==> src/acs_pkg.sv <==
// constants, register map and carrier types of the converter sequencer
package acs_pkg;

    // clock and timing
    localparam int CLK_PERIOD_NS = 25;
    localparam int AUTO_SAMPLE_NS = 400;
    localparam int AUTO_SAMPLE_CYCLES =
        (AUTO_SAMPLE_NS + CLK_PERIOD_NS - 1) / CLK_PERIOD_NS;
    localparam int SAMPLE_CNT_W = 8;

    // sizes
    localparam int NUM_PINS = 16;
    localparam int DMA_ADDR_W = 8;
    localparam int BUF_IDX_W = 4;
    localparam int SET_CNT_W = 8;
    localparam int REG_ADDR_W = 4;

    // register word addresses
    localparam logic [3:0] ADDR_CONTROL_ONE = 4'h0;
    localparam logic [3:0] ADDR_MODULE_DISABLE = 4'h1;
    localparam logic [3:0] ADDR_PIN_CONFIG = 4'h2;
    localparam logic [3:0] ADDR_DMA_CONFIG = 4'h3;
    localparam logic [3:0] ADDR_RESULT = 4'h4;
    localparam logic [3:0] ADDR_IRQ_STATUS = 4'h5;
    localparam logic [3:0] ADDR_IRQ_MASK = 4'h6;
    localparam logic [3:0] ADDR_PORT_VALUE = 4'h7;

    // control_one and module disable field positions
    localparam int POS_MODULE_POWER = 15;
    localparam int POS_IDLE_STOP = 13;
    localparam int POS_DMA_BUILD_ORDER = 12;
    localparam int POS_RESOLUTION_SELECT = 10;
    localparam int POS_OUTPUT_FORMAT = 8;
    localparam int POS_TRIGGER_SOURCE = 5;
    localparam int POS_SIMULTANEOUS = 3;
    localparam int POS_AUTO_SAMPLE = 2;
    localparam int POS_SAMPLE_ACTIVE = 1;
    localparam int POS_CONV_DONE = 0;
    localparam int POS_CONVERTER2_DISABLE = 0;

    // irq status bits
    localparam int IRQ_DONE = 0;
    localparam int IRQ_MISSED = 1;
    localparam int IRQ_W = 2;

    // reset values
    localparam logic [15:0] RESET_PIN_CONFIG = 16'h0000;
    localparam logic [2:0] RESET_DMA_SIZE = 3'h0;

    // trigger source codes
    localparam logic [2:0] TRIG_SOFTWARE = 3'h0;
    localparam logic [2:0] TRIG_EXT_PIN = 3'h1;
    localparam logic [2:0] TRIG_TIMER_A = 3'h2;
    localparam logic [2:0] TRIG_TIMER_B = 3'h4;
    localparam logic [2:0] TRIG_AUTO = 3'h7;

    // output format codes
    localparam logic [1:0] FORM_INTEGER = 2'h0;
    localparam logic [1:0] FORM_SIGNED = 2'h1;

    typedef enum logic [1:0] {
        ST_IDLE,
        ST_SAMPLE,
        ST_CONVERT
    } acs_fsm_type;

    typedef struct packed {
        logic module_power;
        logic idle_stop;
        logic dma_build_order;
        logic resolution_select;
        logic [1:0] output_format;
        logic [2:0] trigger_source;
        logic simultaneous_sampling;
        logic auto_sample;
        logic sample_active;
        logic conv_done;
    } acs_ctrl_type;

    typedef struct packed {
        logic [REG_ADDR_W-1:0] addr;
        logic [15:0] wdata;
        logic write;
        logic read;
    } acs_bus_req_type;

    typedef struct packed {
        logic done;
        logic [11:0] data;
    } acs_afe_result_type;

    typedef struct packed {
        logic req;
        logic [DMA_ADDR_W-1:0] addr;
        logic [15:0] data;
    } acs_dma_type;

endpackage : acs_pkg

==> src/acs_format.sv <==
// result formatting into a 16-bit word
`timescale 1ns/10ps
`default_nettype none
module acs_format
    import acs_pkg::*;
(
    // raw result and mode
    input wire logic [11:0] raw_i,
    input wire logic resolution_select_i,
    input wire logic [1:0] output_format_i,
    // formatted word
    output logic [15:0] word_o
);

    logic sign_10;
    logic sign_12;

    assign sign_10 = ~raw_i[9];
    assign sign_12 = ~raw_i[11];

    always_comb
    begin
        if (resolution_select_i)
        begin
            if (output_format_i == FORM_SIGNED)
                word_o = {{5{sign_12}}, raw_i[10:0]};
            else
                word_o = {4'h0, raw_i};
        end
        else
        begin
            if (output_format_i == FORM_SIGNED)
                word_o = {{7{sign_10}}, raw_i[8:0]};
            else
                word_o = {6'h00, raw_i[9:0]};
        end
    end

endmodule // acs_format
`default_nettype wire

==> src/acs_top.sv <==
// converter control sequencer: registers, sampling, triggers, dma addressing
// Functional notes
// converter runs only while module_power is one
// idle_stop at one halts the converter during idle mode
// build order one: dma address equals the standalone buffer address
// build order zero: address from input index and dma buffer size
// resolution_select one gives 12-bit single channel, zero 10-bit four
// 10-bit: format 00 zero-extends, 01 fills with inverted bit 9
// 12-bit: format 00 zero-extends, 01 fills with inverted bit 11
// trigger 111: internal counter ends sampling, starts conversion
// trigger 100: timer 5 match (timer 3 on second converter)
// trigger 010: timer 3 match (timer 5 on second converter)
// trigger 001: active edge of external irq pin zero
// trigger 000: clearing sample_active ends sampling; 110 and 011 reserved
// hardware sets and clears sample_active and conv_done
// bits 14, 11, 4 read zero; all control bits reset to zero
// converter2_disable one disables the second converter
// disabled converter forces all shared pins to digital mode
// analog-configured pin reads zero on a digital port read
// conv_done set on result write, held until software or new sample; a new sample started by auto_sample leaves it set
`timescale 1ns/10ps
`default_nettype none
module acs_top
    import acs_pkg::*;
#(
    parameter bit SECOND_CONVERTER = 1'b0
)
(
    // clock and reset
    input wire logic clock_i,
    input wire logic rst_i,
    // register port
    input wire acs_bus_req_type bus_i,
    output logic [15:0] rdata_o,
    // system
    input wire logic idle_mode_i,
    input wire logic timer3_match_i,
    input wire logic timer5_match_i,
    input wire logic external_irq_pin_zero_i,
    // analog front end
    input wire acs_afe_result_type afe_i,
    output logic afe_sample_o,
    output logic afe_convert_o,
    output logic [1:0] afe_channel_o,
    output logic afe_twelve_bit_o,
    // dma channel
    output acs_dma_type dma_o,
    // port pins
    input wire logic [NUM_PINS-1:0] port_pins_i,
    output logic [NUM_PINS-1:0] pin_digital_o,
    output logic [NUM_PINS-1:0] port_read_o,
    // interrupt
    output logic irq_o
);

    typedef struct packed {
        acs_ctrl_type ctrl;
        logic converter2_disable;
        logic [NUM_PINS-1:0] pin_config;
        logic [2:0] dma_size_log2;
        logic [15:0] result;
        logic [IRQ_W-1:0] status;
        logic [IRQ_W-1:0] mask;
        acs_fsm_type fsm;
        logic [SAMPLE_CNT_W-1:0] sample_cnt;
        logic [1:0] chan;
        logic [SET_CNT_W-1:0] set_cnt;
        logic [BUF_IDX_W-1:0] buf_idx;
        logic ext_prev;
        logic [15:0] rdata;
        logic irq;
        logic sample;
        logic convert;
        acs_dma_type dma;
        logic [NUM_PINS-1:0] digital;
        logic [NUM_PINS-1:0] port_read;
    } acs_state_type;

    localparam logic [SAMPLE_CNT_W-1:0] AUTO_SAMPLE_LAST =
        SAMPLE_CNT_W'(AUTO_SAMPLE_CYCLES - 1);

    acs_state_type s_q;
    acs_state_type s_d;

    logic [15:0] formatted;
    logic [15:0] ctrl_word;
    logic [NUM_PINS-1:0] digital_next;
    logic [NUM_PINS-1:0] port_next;
    logic disabled;
    logic running;
    logic halted;
    logic ext_edge;
    logic timer_a;
    logic timer_b;
    logic hw_trigger;
    logic trigger;
    logic wr_ctrl;
    logic [1:0] last_chan;
    logic [DMA_ADDR_W-1:0] sg_mask;
    logic [DMA_ADDR_W-1:0] sg_addr;
    logic [DMA_ADDR_W-1:0] seq_addr;

    acs_format u_format (
        .raw_i(afe_i.data),
        .resolution_select_i(s_q.ctrl.resolution_select),
        .output_format_i(s_q.ctrl.output_format),
        .word_o(formatted)
    );

    // control word as read, unimplemented positions zero
    always_comb
    begin
        ctrl_word = 16'h0000;
        ctrl_word[POS_MODULE_POWER] = s_q.ctrl.module_power;
        ctrl_word[POS_IDLE_STOP] = s_q.ctrl.idle_stop;
        ctrl_word[POS_DMA_BUILD_ORDER] = s_q.ctrl.dma_build_order;
        ctrl_word[POS_RESOLUTION_SELECT] = s_q.ctrl.resolution_select;
        ctrl_word[POS_OUTPUT_FORMAT +: 2] = s_q.ctrl.output_format;
        ctrl_word[POS_TRIGGER_SOURCE +: 3] = s_q.ctrl.trigger_source;
        ctrl_word[POS_SIMULTANEOUS] = s_q.ctrl.simultaneous_sampling;
        ctrl_word[POS_AUTO_SAMPLE] = s_q.ctrl.auto_sample;
        ctrl_word[POS_SAMPLE_ACTIVE] = s_q.ctrl.sample_active;
        ctrl_word[POS_CONV_DONE] = s_q.ctrl.conv_done;
    end

    assign disabled = SECOND_CONVERTER & s_q.converter2_disable;
    assign running = s_q.ctrl.module_power & ~disabled;
    assign halted = s_q.ctrl.idle_stop & idle_mode_i;

    // timer roles swap on the second converter
    assign timer_b = SECOND_CONVERTER ? timer3_match_i
                                      : timer5_match_i;
    assign timer_a = SECOND_CONVERTER ? timer5_match_i
                                      : timer3_match_i;
    assign ext_edge = external_irq_pin_zero_i & ~s_q.ext_prev;

    always_comb
    begin
        case (s_q.ctrl.trigger_source)
            TRIG_AUTO: hw_trigger = (s_q.sample_cnt == AUTO_SAMPLE_LAST);
            TRIG_TIMER_B: hw_trigger = timer_b;
            TRIG_TIMER_A: hw_trigger = timer_a;
            TRIG_EXT_PIN: hw_trigger = ext_edge;
            TRIG_SOFTWARE: hw_trigger = ~s_q.ctrl.sample_active;
            default: hw_trigger = 1'b0;
        endcase
    end

    assign trigger = hw_trigger & (s_q.fsm == ST_SAMPLE);
    assign wr_ctrl = bus_i.write & (bus_i.addr == ADDR_CONTROL_ONE);
    assign last_chan = s_q.ctrl.resolution_select ? 2'h0 : 2'h3;

    // scatter/gather: input index selects a block of 2^size words
    assign sg_mask = DMA_ADDR_W'((9'h001 << s_q.dma_size_log2) - 9'h001);
    assign sg_addr = DMA_ADDR_W'({6'h00, s_q.chan} << s_q.dma_size_log2)
                   | (DMA_ADDR_W'(s_q.set_cnt) & sg_mask);
    assign seq_addr = DMA_ADDR_W'(s_q.buf_idx);

    // per-pin digital mode and port readback
    genvar gi;
    generate
        for (gi = 0; gi < NUM_PINS; gi = gi + 1)
        begin : g_pin
            assign digital_next[gi] = disabled
                                    | s_q.pin_config[gi];
            assign port_next[gi] = digital_next[gi]
                                 & port_pins_i[gi];
        end
    endgenerate

    always_comb
    begin
        s_d = s_q;
        s_d.convert = 1'b0;
        s_d.dma.req = 1'b0;
        s_d.ext_prev = external_irq_pin_zero_i;
        s_d.digital = digital_next;
        s_d.port_read = port_next;

        // register writes
        if (wr_ctrl)
        begin
            s_d.ctrl.module_power = bus_i.wdata[POS_MODULE_POWER];
            s_d.ctrl.idle_stop = bus_i.wdata[POS_IDLE_STOP];
            s_d.ctrl.dma_build_order = bus_i.wdata[POS_DMA_BUILD_ORDER];
            s_d.ctrl.resolution_select = bus_i.wdata[POS_RESOLUTION_SELECT];
            s_d.ctrl.output_format = bus_i.wdata[POS_OUTPUT_FORMAT +: 2];
            s_d.ctrl.trigger_source = bus_i.wdata[POS_TRIGGER_SOURCE +: 3];
            s_d.ctrl.simultaneous_sampling = bus_i.wdata[POS_SIMULTANEOUS];
            s_d.ctrl.auto_sample = bus_i.wdata[POS_AUTO_SAMPLE];
            s_d.ctrl.sample_active = bus_i.wdata[POS_SAMPLE_ACTIVE];
            // done is read/clear: software may only clear it
            if (!bus_i.wdata[POS_CONV_DONE])
                s_d.ctrl.conv_done = 1'b0;
        end
        if (bus_i.write)
        begin
            case (bus_i.addr)
                ADDR_MODULE_DISABLE:
                    s_d.converter2_disable =
                        bus_i.wdata[POS_CONVERTER2_DISABLE];
                ADDR_PIN_CONFIG: s_d.pin_config = bus_i.wdata[NUM_PINS-1:0];
                ADDR_DMA_CONFIG: s_d.dma_size_log2 = bus_i.wdata[2:0];
                ADDR_IRQ_STATUS: s_d.status = s_q.status
                                            & ~bus_i.wdata[IRQ_W-1:0];
                ADDR_IRQ_MASK: s_d.mask = bus_i.wdata[IRQ_W-1:0];
                default: ;
            endcase
        end

        // sequencer
        if (!running)
        begin
            s_d.fsm = ST_IDLE;
            s_d.sample = 1'b0;
            s_d.sample_cnt = '0;
            s_d.chan = 2'h0;
        end
        else if (!halted)
        begin
            case (s_q.fsm)
                ST_IDLE:
                begin
                    if (s_q.ctrl.sample_active)
                    begin
                        s_d.fsm = ST_SAMPLE;
                        s_d.sample = 1'b1;
                        s_d.sample_cnt = '0;
                        s_d.ctrl.conv_done = 1'b0;
                    end
                end
                ST_SAMPLE:
                begin
                    s_d.sample_cnt = s_q.sample_cnt + 1'b1;
                    if (trigger)
                    begin
                        s_d.fsm = ST_CONVERT;
                        s_d.sample = 1'b0;
                        s_d.convert = 1'b1;
                        s_d.ctrl.sample_active = 1'b0;
                    end
                end
                ST_CONVERT:
                begin
                    if (hw_trigger
                        && s_q.ctrl.trigger_source != TRIG_SOFTWARE
                        && s_q.ctrl.trigger_source != TRIG_AUTO)
                        s_d.status[IRQ_MISSED] = 1'b1;
                    if (afe_i.done)
                    begin
                        s_d.result = formatted;
                        s_d.dma.req = 1'b1;
                        s_d.dma.data = formatted;
                        s_d.dma.addr = s_q.ctrl.dma_build_order
                                     ? seq_addr : sg_addr;
                        s_d.buf_idx = s_q.buf_idx + 1'b1;
                        s_d.ctrl.conv_done = 1'b1;
                        s_d.status[IRQ_DONE] = 1'b1;
                        if (s_q.chan >= last_chan)
                        begin
                            s_d.chan = 2'h0;
                            s_d.set_cnt = s_q.set_cnt + 1'b1;
                        end
                        else
                            s_d.chan = s_q.chan + 1'b1;
                        if (s_q.ctrl.auto_sample)
                        begin
                            s_d.fsm = ST_SAMPLE;
                            s_d.sample = 1'b1;
                            s_d.sample_cnt = '0;
                            s_d.ctrl.sample_active = 1'b1;
                        end
                        else
                            s_d.fsm = ST_IDLE;
                    end
                end
                default: s_d.fsm = ST_IDLE;
            endcase
        end

        // register reads, data in the following cycle
        s_d.rdata = 16'h0000;
        if (bus_i.read)
        begin
            case (bus_i.addr)
                ADDR_CONTROL_ONE: s_d.rdata = ctrl_word;
                ADDR_MODULE_DISABLE:
                    s_d.rdata[POS_CONVERTER2_DISABLE] = s_q.converter2_disable;
                ADDR_PIN_CONFIG: s_d.rdata = 16'(s_q.pin_config);
                ADDR_DMA_CONFIG: s_d.rdata = {13'h0000, s_q.dma_size_log2};
                ADDR_RESULT: s_d.rdata = s_q.result;
                ADDR_IRQ_STATUS: s_d.rdata = 16'(s_q.status);
                ADDR_IRQ_MASK: s_d.rdata = 16'(s_q.mask);
                ADDR_PORT_VALUE: s_d.rdata = 16'(s_q.port_read);
                default: s_d.rdata = 16'h0000;
            endcase
        end

        s_d.irq = |(s_d.status & s_d.mask);
    end

    always_ff @(posedge clock_i)
    begin
        if (rst_i)
        begin
            s_q <= '0;
            s_q.pin_config <= RESET_PIN_CONFIG;
            s_q.dma_size_log2 <= RESET_DMA_SIZE;
            s_q.fsm <= ST_IDLE;
        end
        else
            s_q <= s_d;
    end

    assign rdata_o = s_q.rdata;
    assign afe_sample_o = s_q.sample;
    assign afe_convert_o = s_q.convert;
    assign afe_channel_o = s_q.chan;
    assign afe_twelve_bit_o = s_q.ctrl.resolution_select;
    assign dma_o = s_q.dma;
    assign pin_digital_o = s_q.digital;
    assign port_read_o = s_q.port_read;
    assign irq_o = s_q.irq;

endmodule // acs_top
`default_nettype wire

==> config.mk <==
export PLATFORM = sky130hd
export DESIGN_NAME = acs_top
export DESIGN_NICKNAME = d
export VERILOG_FILES = /design/src/acs_pkg.sv /design/src/acs_format.sv /design/src/acs_top.sv
export SDC_FILE = /design/constraint.sdc
export NUM_CORES = 1
export LEC_CHECK = 0
export ABC_AREA = 1
export BUFFER_PORTS_ARGS = -buffer_cell sky130_fd_sc_hd__buf_2
export CELL_PAD_IN_SITES_DETAIL_PLACEMENT = 0
export CELL_PAD_IN_SITES_GLOBAL_PLACEMENT = 1
export CORE_MARGIN = 5
export CORE_UTILIZATION = 39
export CTS_CLUSTER_SIZE = 12
export DETAILED_ROUTE_END_ITERATION = 8
export MAX_ROUTING_LAYER = met4
export PLACE_DENSITY_LB_ADDON = 0.1
export SLEW_MARGIN = 20
export SYNTH_ARGS = -nofsm -noshare
export SYNTH_HDL_FRONTEND = slang
export SYNTH_HIERARCHICAL = 1
export SYNTH_SLANG_ARGS = --single-unit
export TNS_END_PERCENT = 50
==> constraint.sdc <==
create_clock -name clock_i -period 1.8 [get_ports clock_i]
set_input_delay 0.27 -clock clock_i [delete_from_list [all_inputs] [get_ports clock_i]]
set_output_delay 0.27 -clock clock_i [all_outputs]
set_load 0.005 [all_outputs]
Word level (Yosys, flattened, before mapping)
Cells that the tools add are included.

storage, ports and cells
  logic and storage cells = 154
  bits in latches = 0
  flip-flop bits (word level) = 138
  ROM bits = 0
  output and inout port bits = 79
  memories = 0
  bits in writable memories = 0

operators by class
  reductions and logical operators = 21
  equality and inequality tests = 20
  bitwise logic cells = 34
  multiply operators = 0
  add/subtract/negate cells = 5
  magnitude comparators = 1
  shift operators = 2
  divide/modulo/power cells = 0
  mux-type cells = 41

operators by type and width
  operator                                         count
  case mux 15 bit (7 select lines)                 1
  2-to-1 mux 16 bit                                3
  2-to-1 mux 2 bit                                 13
  2-to-1 mux 25 bit                                1
  2-to-1 mux 24 bit                                1
  2-to-1 mux 8 bit                                 3
  case mux 8 bit (3 select lines)                  1
  AND 1 bit                                        20
  adder 8 x 1 -> 8 bit, second input constant      2
  == test 4 x 3 -> 1 bit, second input constant    4
  2-to-1 mux 1 bit                                 10
  2-to-1 mux 10 bit                                1
  AND reduction 5 bit                              2
  inverter 1 bit                                   9
  AND 8 bit                                        1
  == test 4 x 2 -> 1 bit, second input constant    2
  == test 8 x 4 -> 1 bit, second input constant    1
  inequality test 2 bit, second input constant     4
  bitwise OR 8 bit                                 1
  case mux 1 bit (8 select lines)                  1
  AND reduction 4 bit                              2
  OR reduction 4 bit                               2
  left shift 1 x 3 -> 8 bit, first input constant  1
  left shift 2 x 3 -> 8 bit                        1
  27 further kinds                                 37

Depth between registers and ports, before layout
Gate-level depths: netlist of run 1.

  depth in word-level cells = 11
  mapped depth = 13
  mapped depth without buffers = 13

Cells and area by module
The synthesis of run 1 kept the hierarchy.

by module, submodules not included
  module      cells each  times used  area an instance (sq um)
  acs_top     818         1           6,195.9
  acs_format  29          1           175.2

Least setup slack after synthesis of run 1
No wires, ideal clock.

  path kind = register -> register
  start point = register s_q (netlist bit afe_twelve_bit_o)
  end point = register s_q[85] (netlist bit)
  arrival = 1,438 ps
  setup time = 115 ps
  required time = 1,685 ps
  buffers on the path = 0
  cell stages (with the launch flop) = 10
  setup slack = 247 ps
  path through = dfxtp_1 > inv_1 > ha_1 > o21ai_0 > nand2_1 > nand2_4 > nor3_2 > nand3_1 > nand2_1 > nor2_1

on the way
  cells in the longest elaborated chain, start to end = 3

RTL lines
  element                               RTL line        RTL
  from (decl)                           acs_top.sv:82   acs_state_type s_q;
  2-to-1 mux 2 bit                      acs_top.sv:151  assign last_chan = s_q.ctrl.resolution_select ? 2'h0 : 2'h3;
  >= comparator 2 bit                   acs_top.sv:259  if (s_q.chan >= last_chan)
  AND reduction 5 bit (no source line)  --

No other way between the ends.
A chain may end at the register's enable or synchronous reset.

Worst setup path after layout of run 1
  start point = register s_q[99] (netlist bit)
  end point = register s_q (netlist bit dma_o[2])

on the way
  cells in the longest elaborated chain, start to end = 2

RTL lines
  element                               RTL line        RTL
  == test 2 bit                         acs_top.sv:221  case (s_q.fsm)
  AND reduction 4 bit (no source line)  --

No other way between the ends.

==> impl_metrics.py, run 1 <==
metrics = {
    "cts": {
        "root_buffer": "clkbuf_16",
        "htree_num_levels": 4,
        "path_clk_slew_ps": 60,
        "cts_hold_buf": 0,
        "cts_buffers": 17,
        "cts_tree": "done",
        "numClockSinks": 137,
        "clkLatencyLatePin_ps": 420,
        "cts_buffer_depth": 2,
    },
    "grt": {
        "antenna_found_initial": 0,
        "grt_pass1_wl_mm": 27.1,
        "grt.overflow.total": 0,
        "grt_start_max_net_pins": 53,
        "grt_pass1_vias": 5242,
        "grt_use_total": 0.190,
    },
    "timing": {
        "finalCriticalPeriod_ps": 1680,
        "totalNegativeSetupSlack_ps": 0,
        "skew_ps": 6.13,
        "post-route-period-util": 0.936,
        "maxSlewViolCount": 0,
        "finalSetupViolCount": 0,
        "setup_ws_ps": 116,
        "fmax_mhz": 594,
        "rsz0062_at_grt": "no",
        "hold_viol": 0,
        "tightest_slew_ps": 665,
        "relSlewSlack": 0.555,
    },
    "cells_and_area": {
        "fin_cells": 1141,
        "final_common_cell": "buf_2",
        "num-nets-final": 982,
        "drive_above_1_share": 0.239,
        "area_growth_pct": 16.1,
        "final_cell_mix": "buf_2, dfxtp_1, nand2_1, nor2_1, inv_1",
        "diodes": 0,
    },
    "floorplanning": {
        "die_x_um": 138,
        "initial_utilization": 0.400,
        "rows": 46,
        "core_area_mm2": 0.0159,
        "fp.dieArea_mm2": 0.0190,
        "die_h_um": 138,
        "ios": 136,
    },
    "critical_path": {
        "worstPathCellList": "inv_1, ha_4, nand3_4, nor2_8, inv_2, buf_12, o21ai_0, a21oi_1",
        "crit_path_start": "s_q[99]",
        "crit_fanout": 30,
        "cp-start-kind": "flip-flop",
        "reg2reg_depth": 8,
        "rr_endpoint": "dma_o[2]",
        "crit_type": "flip-flop to flip-flop",
        "crit_arrival_ps": 1990,
        "critical_path_required_ps": 2100,
        "cpMaxStageDelayCell": "dfxtp_2",
        "ff2ff_setup_slack_ps": 120,
        "crit_path_end_kind": "flip-flop",
        "reg2reg_from": "s_q[99]",
        "max_stage_delay_ps": 340,
        "endpoint": "dma_o[2]",
    },
    "power_and_ir_drop": {
        "power_uw": 6920,
        "pwr-share-comb": 0.043,
        "worst_ir_drop_vdd_uv": 669,
        "power_leakage_uw": 0.00324,
        "netSwitchingFraction": 0.227,
        "p_sw_uw": 1570,
        "seq_power_share": 0.444,
        "powerDensity_mw_per_mm2": 935,
        "p_clk_frac": 0.513,
        "power.internal_uw": 5350,
    },
    "outcome": {
        "status": "finished, final reports clean",
    },
    "route": {
        "routedWlPerCell_um": 15.1,
        "dr.pass1.iters": 5,
        "totalWireLength_mm": 17.3,
        "routed_via_density": 4.70,
        "num_vias": 5368,
        "ant_nets": 0,
        "first_iter_violations": 334,
        "remaining_drc_errors": 0,
    },
    "placed_design": {
        "port_buffers": 135,
        "gp_congestion": 0.830,
        "dp.cells": 1104,
        "hpwl_mm": 12.9,
        "dp_worst_setup_slack_ps": -9.91,
    },
    "logic_synthesis": {
        "synth_seq_cells": 137,
        "synth_nets": 917,
        "synth_edf_count": 0,
        "async_reset_ff_frac": 0,
        "yosysWarnings": 6,
        "netlist_area_mm2": 0.00637,
        "avgSynthCellArea_um2": 7.52,
        "netlist_instances": 847,
        "yosysUniqueCellTypes": 40,
        "seq_area_frac_synth": 0.430,
        "synthFlopType": "dfxtp_1",
    },
    "run": {
        "drv_cap": 0,
    },
    "worst_hold_path": {
        "worstHoldStart": "port_pins_i[0]",
        "worstHoldPathType": "primary input to flip-flop",
    },
}
logic make-up (layout without fill, tap and decap cells):
group,count (synthesis),in the layout,synth area share
fa+ha+maj,13,13,0.0255
flops,137,137,0.430
buf+inv,223,301,0.185
simple gates,276,276,0.187
xor+xnor,4,4,0.00550
compound gates,194,194,0.166
synth_stat cells, types with 5 or more instances:
| cell type | n | area [um^2] |
|---|---|---|
| o21ai_1 | 12 | 60.1 |
| nor3_1 | 9 | 45.0 |
| buf_1 | 5 | 18.8 |
| o21ai_0 | 63 | 315 |
| nand3_1 | 24 | 120 |
| dfxtp_1 | 137 | 2740 |
| inv_1 | 100 | 375 |
| clkbuf_1 | 10 | 37.5 |
| inv_2 | 8 | 30.0 |
| buf_2 | 12 | 60.1 |
| o22ai_1 | 15 | 93.8 |
| nor2_1 | 103 | 387 |
| a21oi_1 | 81 | 405 |
| ha_1 | 13 | 163 |
| nand4_1 | 5 | 31.3 |
| nand2_1 | 116 | 435 |
| buf_4 | 87 | 653 |
| a211oi_1 | 10 | 75.1 |
flip-flops by register name, indices dropped and copies added, names as in the netlist:
register / flops
ctrl_word: 11
afe_convert_o: 1
dma_o: 25
rdata_o: 16
afe_twelve_bit_o: 1
digital_next: 16
pin_digital_o: 16
afe_channel_o: 2
port_read_o: 16
s_q: 30
irq_o: 1
running: 1
afe_sample_o: 1
layout make-up:
class / count / area (um^2)
sequential: 137 / 2750
clock inverter: 14 / 174
fill: 1665 / 8550
inverter: 109 / 409
multi-input combinational: 487 / 2480
clock buffer: 18 / 429
tap: 216 / 270
timing repair buffer: 160 / 888
stage by stage:
stage | utilization | instance area [um^2] | hold WS [ps]
global route | 0.464 | 7390 | 63.6
floorplan | - | 6370 | 391
global placement | 0.422 | 6720 | 415
CTS | 0.460 | 7330 | 51.8
finish | 0.464 | 7390 | 66.6
detailed placement | 0.422 | 6720 | 416
repair_timing:
item,4_1_cts,5_1_grt
gates cloned,0,0
setup endpoints to repair,4,23
pin swaps,0,3
gates resized for setup,1,10
setup buffers,0,5
layer usage:
layer / vias to the layer above / GRT usage / wire, um
li1: 2791 / - / -
met1: 2425 / 0.254 / 8280
met2: 136 / 0.293 / 7810
met3: 16 / 0.0365 / 989
met4: 0 / 0.0532 / 168
met5: - / - / 0
power groups by stage:
| stage | clock network (uW) | registers [uW] | logic [uW] |
|---|---|---|---|
| floorplan | 0 | 3130 | 172 |
| global placement | 0 | 3140 | 298 |
| detailed placement | 0 | 3140 | 299 |
| CTS | 3620 | 3070 | 301 |
| global route | 3790 | 3070 | 336 |
| finish | 3540 | 3070 | 299 |
how the worst min path moves through the flow:
stage	to	slack (ps)	cells after the start
final	port_read_o[0]	70	3
after global routing	port_read_o[6]	60	3
after floorplan	port_read_o[0]	390	2
after global placement	port_read_o[9]	420	2
after CTS	port_read_o[0]	50	3
after detailed placement	port_read_o[10]	420	2
critical path, delay by kind of cell, from the launching register on:
family,cells,cell delay (ps)
simple gates,2,320
flops,1,340
buf+inv,3,460
fa+ha+maj,1,200
compound gates,2,240
Note: power is estimated with default switching activity, not from simulation.
==> run 2: changes to the inputs <==
--- a/config.mk
+++ b/config.mk
@@ -6,13 +6,13 @@
 export NUM_CORES = 1
 export LEC_CHECK = 0
 export ABC_AREA = 1
-export BUFFER_PORTS_ARGS = -buffer_cell sky130_fd_sc_hd__buf_2
 export CELL_PAD_IN_SITES_DETAIL_PLACEMENT = 0
 export CELL_PAD_IN_SITES_GLOBAL_PLACEMENT = 1
 export CORE_MARGIN = 5
-export CORE_UTILIZATION = 39
+export CORE_UTILIZATION = 45
 export CTS_CLUSTER_SIZE = 12
 export DETAILED_ROUTE_END_ITERATION = 8
+export DONT_BUFFER_PORTS = 1
 export MAX_ROUTING_LAYER = met4
 export PLACE_DENSITY_LB_ADDON = 0.1
 export SLEW_MARGIN = 20
==> run 2 against run 1 <==
Effect of this change: cell area fell by 7.8%; wire length fell by 3.6%; largest cell class unchanged; critical path type unchanged; highest routed layer unchanged; combinational power fell by 21%; sequential share of layout area rose by 3.1 points; critical path depth rose by 1; worst hold slack got worse by 30 ps; die area fell by 12%; register-to-register slack barely moved.
==> impl_metrics.py, run 2 (synthesis results as in run 1) <==
metrics = {
    "run": {
        "drv_cap": 0,
    },
    "critical_path": {
        "endpoint": "s_q[96]",
        "ff2ff_setup_slack_ps": 120,
        "reg2reg_from": "s_q[99]",
        "crit_arrival_ps": 1980,
        "cp-start-kind": "flip-flop",
        "max_stage_delay_ps": 330,
        "cpMostUsedCell": "nand2_1",
        "crit_buf_inv": 2,
        "critical_path_required_ps": 2100,
        "crit_fanout": 9,
        "cpMaxStageDelayCell": "dfxtp_1",
        "crit_family": "simple AND/OR/NAND/NOR gates",
        "crit_type": "flip-flop to flip-flop",
        "crit_path_start": "s_q[99]",
        "worstPathCellList": "buf_4, ha_1, o21ai_0, nand2_1, inv_2, nor2_4, nand2_1, nand2_1, nor3b_2",
        "reg2reg_depth": 9,
        "cp.depth": 9,
        "crit_path_end_kind": "flip-flop",
        "rr_endpoint": "s_q[96]",
    },
    "cts": {
        "htree_num_levels": 4,
        "clkLatencyLatePin_ps": 420,
        "root_buffer": "clkbuf_16",
        "path_clk_slew_ps": 60,
        "cts_buffers": 17,
        "numClockSinks": 137,
        "cts_buffer_depth": 2,
        "cts_tree": "done",
    },
    "grt": {
        "antenna_found_initial": 0,
        "grt_pass1_vias": 4970,
        "grt_pass1_wl_mm": 26.3,
        "grt_start_max_net_pins": 52,
        "grt.overflow.total": 0,
        "grt_use_total": 0.211,
    },
    "timing": {
        "hold_viol": 0,
        "finalSetupViolCount": 0,
        "fmax_mhz": 595,
        "setup_ws_ps": 121,
        "whs_ps": 36.9,
        "skew_ps": 9.53,
        "maxSlewViolCount": 0,
        "post-route-period-util": 0.933,
        "finalCriticalPeriod_ps": 1680,
        "rsz0062_at_grt": "yes",
        "tightest_slew_ps": 555,
        "relSlewSlack": 0.625,
    },
    "power_and_ir_drop": {
        "seq_power_share": 0.443,
        "netSwitchingFraction": 0.213,
        "power.internal_uw": 5470,
        "worst_ir_drop_vdd_uv": 619,
        "pwr-share-comb": 0.034,
        "p_sw_uw": 1480,
        "powerDensity_mw_per_mm2": 1020,
        "power_leakage_uw": 0.00264,
        "p_clk_frac": 0.523,
    },
    "placed_design": {
        "dp.cells": 931,
        "port_buffers": 0,
        "hpwl_mm": 12.2,
        "postPlaceCellArea_mm2": 0.00597,
        "gp_congestion": 0.834,
        "dp_worst_setup_slack_ps": 16.5,
    },
    "route": {
        "routed_via_density": 5.13,
        "first_iter_violations": 232,
        "dr.pass1.iters": 5,
        "routedWlPerCell_um": 16.9,
        "remaining_drc_errors": 0,
        "ant_nets": 0,
        "num_vias": 5041,
        "totalWireLength_mm": 16.6,
    },
    "cells_and_area": {
        "diodes": 0,
        "drive_above_1_share": 0.0960,
        "num-nets-final": 859,
        "regArea_mm2": 0.00274,
        "multi_input_comb_area_mm2": 0.00246,
        "stdcell_area_mm2": 0.00682,
        "final_cell_mix": "dfxtp_1, nand2_1, nor2_1, inv_1, a21oi_1",
        "largest_reg_flops": 30,
        "final_common_cell": "dfxtp_1",
        "fin_cells": 982,
        "regMostFlops": "s_q",
        "fin_util": 0.491,
        "fillCellCount": 1391,
        "area_growth_pct": 7.05,
    },
    "floorplanning": {
        "core_area_mm2": 0.0139,
        "ios": 136,
        "die_x_um": 129,
        "fp.dieArea_mm2": 0.0166,
        "die_h_um": 129,
        "rows": 43,
        "initial_utilization": 0.459,
    },
    "outcome": {
        "status": "finished, final reports clean",
    },
    "worst_hold_path": {
        "worstHoldPathType": "primary input to flip-flop",
    },
}
run 2: metrics by stage:
step,TNS (ps),total power [uW]
after floorplan,0,3310
after global placement,0,3320
after detailed placement,0,3320
after CTS,0,7020
after global routing,-3.69,7200
final,0,6950
run 2: final cells by class:
type                    instances  share of cell area
clock inverters                10              0.0205
well taps                     180              0.0330
inverters                     109              0.0604
flip-flops and latches        137               0.402
clock buffers                  22              0.0710
multi-input cells             487               0.361
repair buffers                 37              0.0517
run 2: power by group through the flow:
stage	sequential (uW)	clock [uW]	combinational (uW)
after floorplan	3130	0	172
after global placement	3140	0	179
after detailed placement	3140	0	180
after CTS	3070	3710	238
after global routing	3080	3860	266
final	3070	3640	237
run 2: timing repair:
action | in CTS | in global routing
pin swaps | 0 | 2
resized for setup | 1 | 5
hold buffers | 18 | 0
setup buffers | 0 | 1
setup endpoints to repair | 1 | 21
cloned | 0 | 0
endpoints found under the hold margin | 51 | 0
run 2: metal layers:
| layer | track usage | up-vias | share of wire |
|---|---|---|---|
| met2 | 0.328 | 167 | 0.46 |
| met1 | 0.260 | 2330 | 0.44 |
| li1 | - | 2530 | - |
| met5 | - | - | 0 |
| met3 | 0.0689 | 14 | 0.083 |
| met4 | 0.0698 | 0 | 0.010 |
run 2: worst min-delay path by stage:
stage	from	end	slack, ps	cells after the start
2_1_floorplan	port_pins_i[0]	port_read_o[0]	390	2
3_3_place_gp	rst_i	s_q[86]	350	1
3_5_place_dp	rst_i	port_read_o[1]	350	1
4_1_cts	afe_i[1]	dma_o[1]	20	2
5_1_grt	afe_i[1]	dma_o[1]	20	2
6_report	afe_i[1]	dma_o[1]	40	2
run 2: worst register-to-register path, cell delays in order (launching register included):
cell and delay (ps):
dfxtp_1 330, buf_4 130, ha_1 220, o21ai_0 100, nand2_1 140, inv_2 60
nor2_4 220, nand2_1 120, nand2_1 170, nor3b_2 70
==> run 3: changes to the inputs <==
--- a/config.mk
+++ b/config.mk
@@ -15,6 +15,7 @@
 export DONT_BUFFER_PORTS = 1
 export MAX_ROUTING_LAYER = met4
 export PLACE_DENSITY_LB_ADDON = 0.1
+export RECOVER_POWER = 100
 export SLEW_MARGIN = 20
 export SYNTH_ARGS = -nofsm -noshare
 export SYNTH_HDL_FRONTEND = slang
==> run 3 against run 2 <==
Effect of this change: count of clock-buffer cells in the layout unchanged; sequential power is essentially flat; fmax barely moved; critical path type unchanged; cell count stayed put; register-to-register slack is essentially flat; sequential share of layout area up 0.31 points; critical path depth did not move; die area unchanged; via count fell by 1.2%; first-iteration DRC count is 8.2% higher; global-route usage stayed put; wire length is 0.24% lower.
==> impl_metrics.py, run 3 (synthesis results as in run 1) <==
metrics = {
    "outcome": {
        "status": "finished, final reports clean",
    },
    "cells_and_area": {
        "drive_above_1_share": 0.0773,
        "stdcell_area_mm2": 0.00677,
        "fin_cells": 982,
        "regMostFlops": "s_q",
        "largest_reg_flops": 30,
        "final_cell_mix": "dfxtp_1, nand2_1, nor2_1, inv_1, a21oi_1",
        "diodes": 0,
        "final_common_cell": "dfxtp_1",
        "area_growth_pct": 6.23,
        "num-nets-final": 859,
    },
    "timing": {
        "skew_ps": 7.58,
        "rsz0062_at_grt": "yes",
        "finalCriticalPeriod_ps": 1680,
        "tightest_slew_ps": 859,
        "post-route-period-util": 0.932,
        "finalSetupViolCount": 0,
        "whs_ps": 40.9,
        "maxSlewViolCount": 0,
        "hold_viol": 0,
        "relSlewSlack": 0.427,
        "fmax_mhz": 596,
    },
    "critical_path": {
        "crit_arrival_ps": 1980,
        "max_stage_delay_ps": 330,
        "cpMostUsedCell": "nand2_1",
        "worstPathCellList": "buf_4, ha_1, o21ai_0, nand2_1, inv_2, nor2_4, nand2_1, nand2_1, nor3b_2",
        "cpMaxStageDelayCell": "dfxtp_1",
        "crit_path_end_kind": "flip-flop",
        "crit_type": "flip-flop to flip-flop",
        "critical_path_required_ps": 2100,
        "crit_fanout": 9,
        "cp-start-kind": "flip-flop",
    },
    "cts": {
        "cts_buffer_depth": 2,
        "htree_num_levels": 4,
        "cts_buffers": 17,
        "numClockSinks": 137,
        "path_clk_slew_ps": 60,
        "root_buffer": "clkbuf_16",
        "clkLatencyLatePin_ps": 410,
        "cts_tree": "done",
    },
    "power_and_ir_drop": {
        "power_leakage_uw": 0.00261,
        "seq_power_share": 0.443,
        "netSwitchingFraction": 0.213,
        "p_sw_uw": 1480,
        "worst_ir_drop_vdd_uv": 617,
        "p_clk_frac": 0.524,
        "pwr-share-comb": 0.033,
        "powerDensity_mw_per_mm2": 1030,
        "power.internal_uw": 5460,
    },
    "placed_design": {
        "postPlaceCellArea_mm2": 0.00597,
        "hpwl_mm": 12.2,
        "gp_congestion": 0.834,
        "port_buffers": 0,
        "dp.cells": 931,
    },
    "grt": {
        "grt_pass1_vias": 4970,
        "grt_start_max_net_pins": 52,
        "grt.overflow.total": 0,
        "grt_use_total": 0.211,
        "grt_pass1_wl_mm": 26.3,
        "antenna_found_initial": 0,
    },
    "run": {
        "drv_cap": 0,
    },
    "floorplanning": {
        "die_x_um": 129,
        "ios": 136,
        "initial_utilization": 0.459,
        "rows": 43,
        "core_area_mm2": 0.0139,
        "fp.dieArea_mm2": 0.0166,
        "die_h_um": 129,
    },
    "worst_hold_path": {
        "worstHoldPathType": "primary input to flip-flop",
    },
    "route": {
        "routed_via_density": 5.07,
        "ant_nets": 0,
        "routedWlPerCell_um": 16.9,
        "remaining_drc_errors": 0,
        "dr.pass1.iters": 5,
        "num_vias": 4978,
        "first_iter_violations": 251,
        "totalWireLength_mm": 16.6,
    },
}
## run 3: cell types whose count changed in the layout (fill, tap and decap cells not counted), sizes merged
cell,change
buf,-11
clkbuf,+11
## run 3: area by class of cell
type	instances	area, um^2
clock inverter	10	140
clock buffer	22	484
timing repair buffer	37	313
tap	180	225
inverter	109	412
sequential	137	2740
fill	1403	7110
multi-input combinational	487	2450
## run 3: per-stage QoR
stage,utilization,setup WS [ps],TNS [ps],power (uW)
finish,0.488,122,0,6940
CTS,0.490,54.0,0,7020
global route,0.488,-2.87,-3.69,7190
global placement,0.430,93.4,0,3320
floorplan,-,247,0,3310
detailed placement,0.430,16.5,0,3320
## run 3: worst max-delay path: cells and delay by family (launching register included)
kind	cells	cell delay [ps]
AOI/OAI and AO/OA	1	100
adders and majority gates	1	220
buffers and inverters	2	190
DFF	1	330
and+or+nand+nor	5	710
## run 3: final timing paths
check,from,end,slack [ps],cells past startpoint
setup / recovery,s_q[99],s_q[96],120,9
hold / removal,bus_i[1],s_q[140],40,2
setup reg to reg,s_q[99],s_q[96],120,9
hold reg to reg,digital_next[0],port_read_o[0],420,2
## run 3: power by group through the flow
| stage | logic [uW] | registers (uW) | clock network [uW] |
|---|---|---|---|
| 2_1_floorplan | 172 | 3130 | 0 |
| 3_3_place_gp | 179 | 3140 | 0 |
| 3_5_place_dp | 180 | 3140 | 0 |
| 4_1_cts | 238 | 3070 | 3710 |
| 5_1_grt | 261 | 3080 | 3860 |
| 6_report | 231 | 3070 | 3640 |
## run 3: repair_timing
action                     CTS  global route
hold endpoints to repair    51             0
gates resized for setup      1             5
setup endpoints to repair    1            21
pin swaps                    0             2
setup buffers                0             1
hold buffers                18             0
## run 3: metal layers
metal  vias up  wire length (um)  part of all wire  track usage
li1       2529                 -                 -            -
met1      2303              7550              0.45        0.260
met2       134              7630              0.46        0.328
met3        12              1250             0.075       0.0689
met4         0               177             0.011       0.0698
met5         -                 0                 0            -
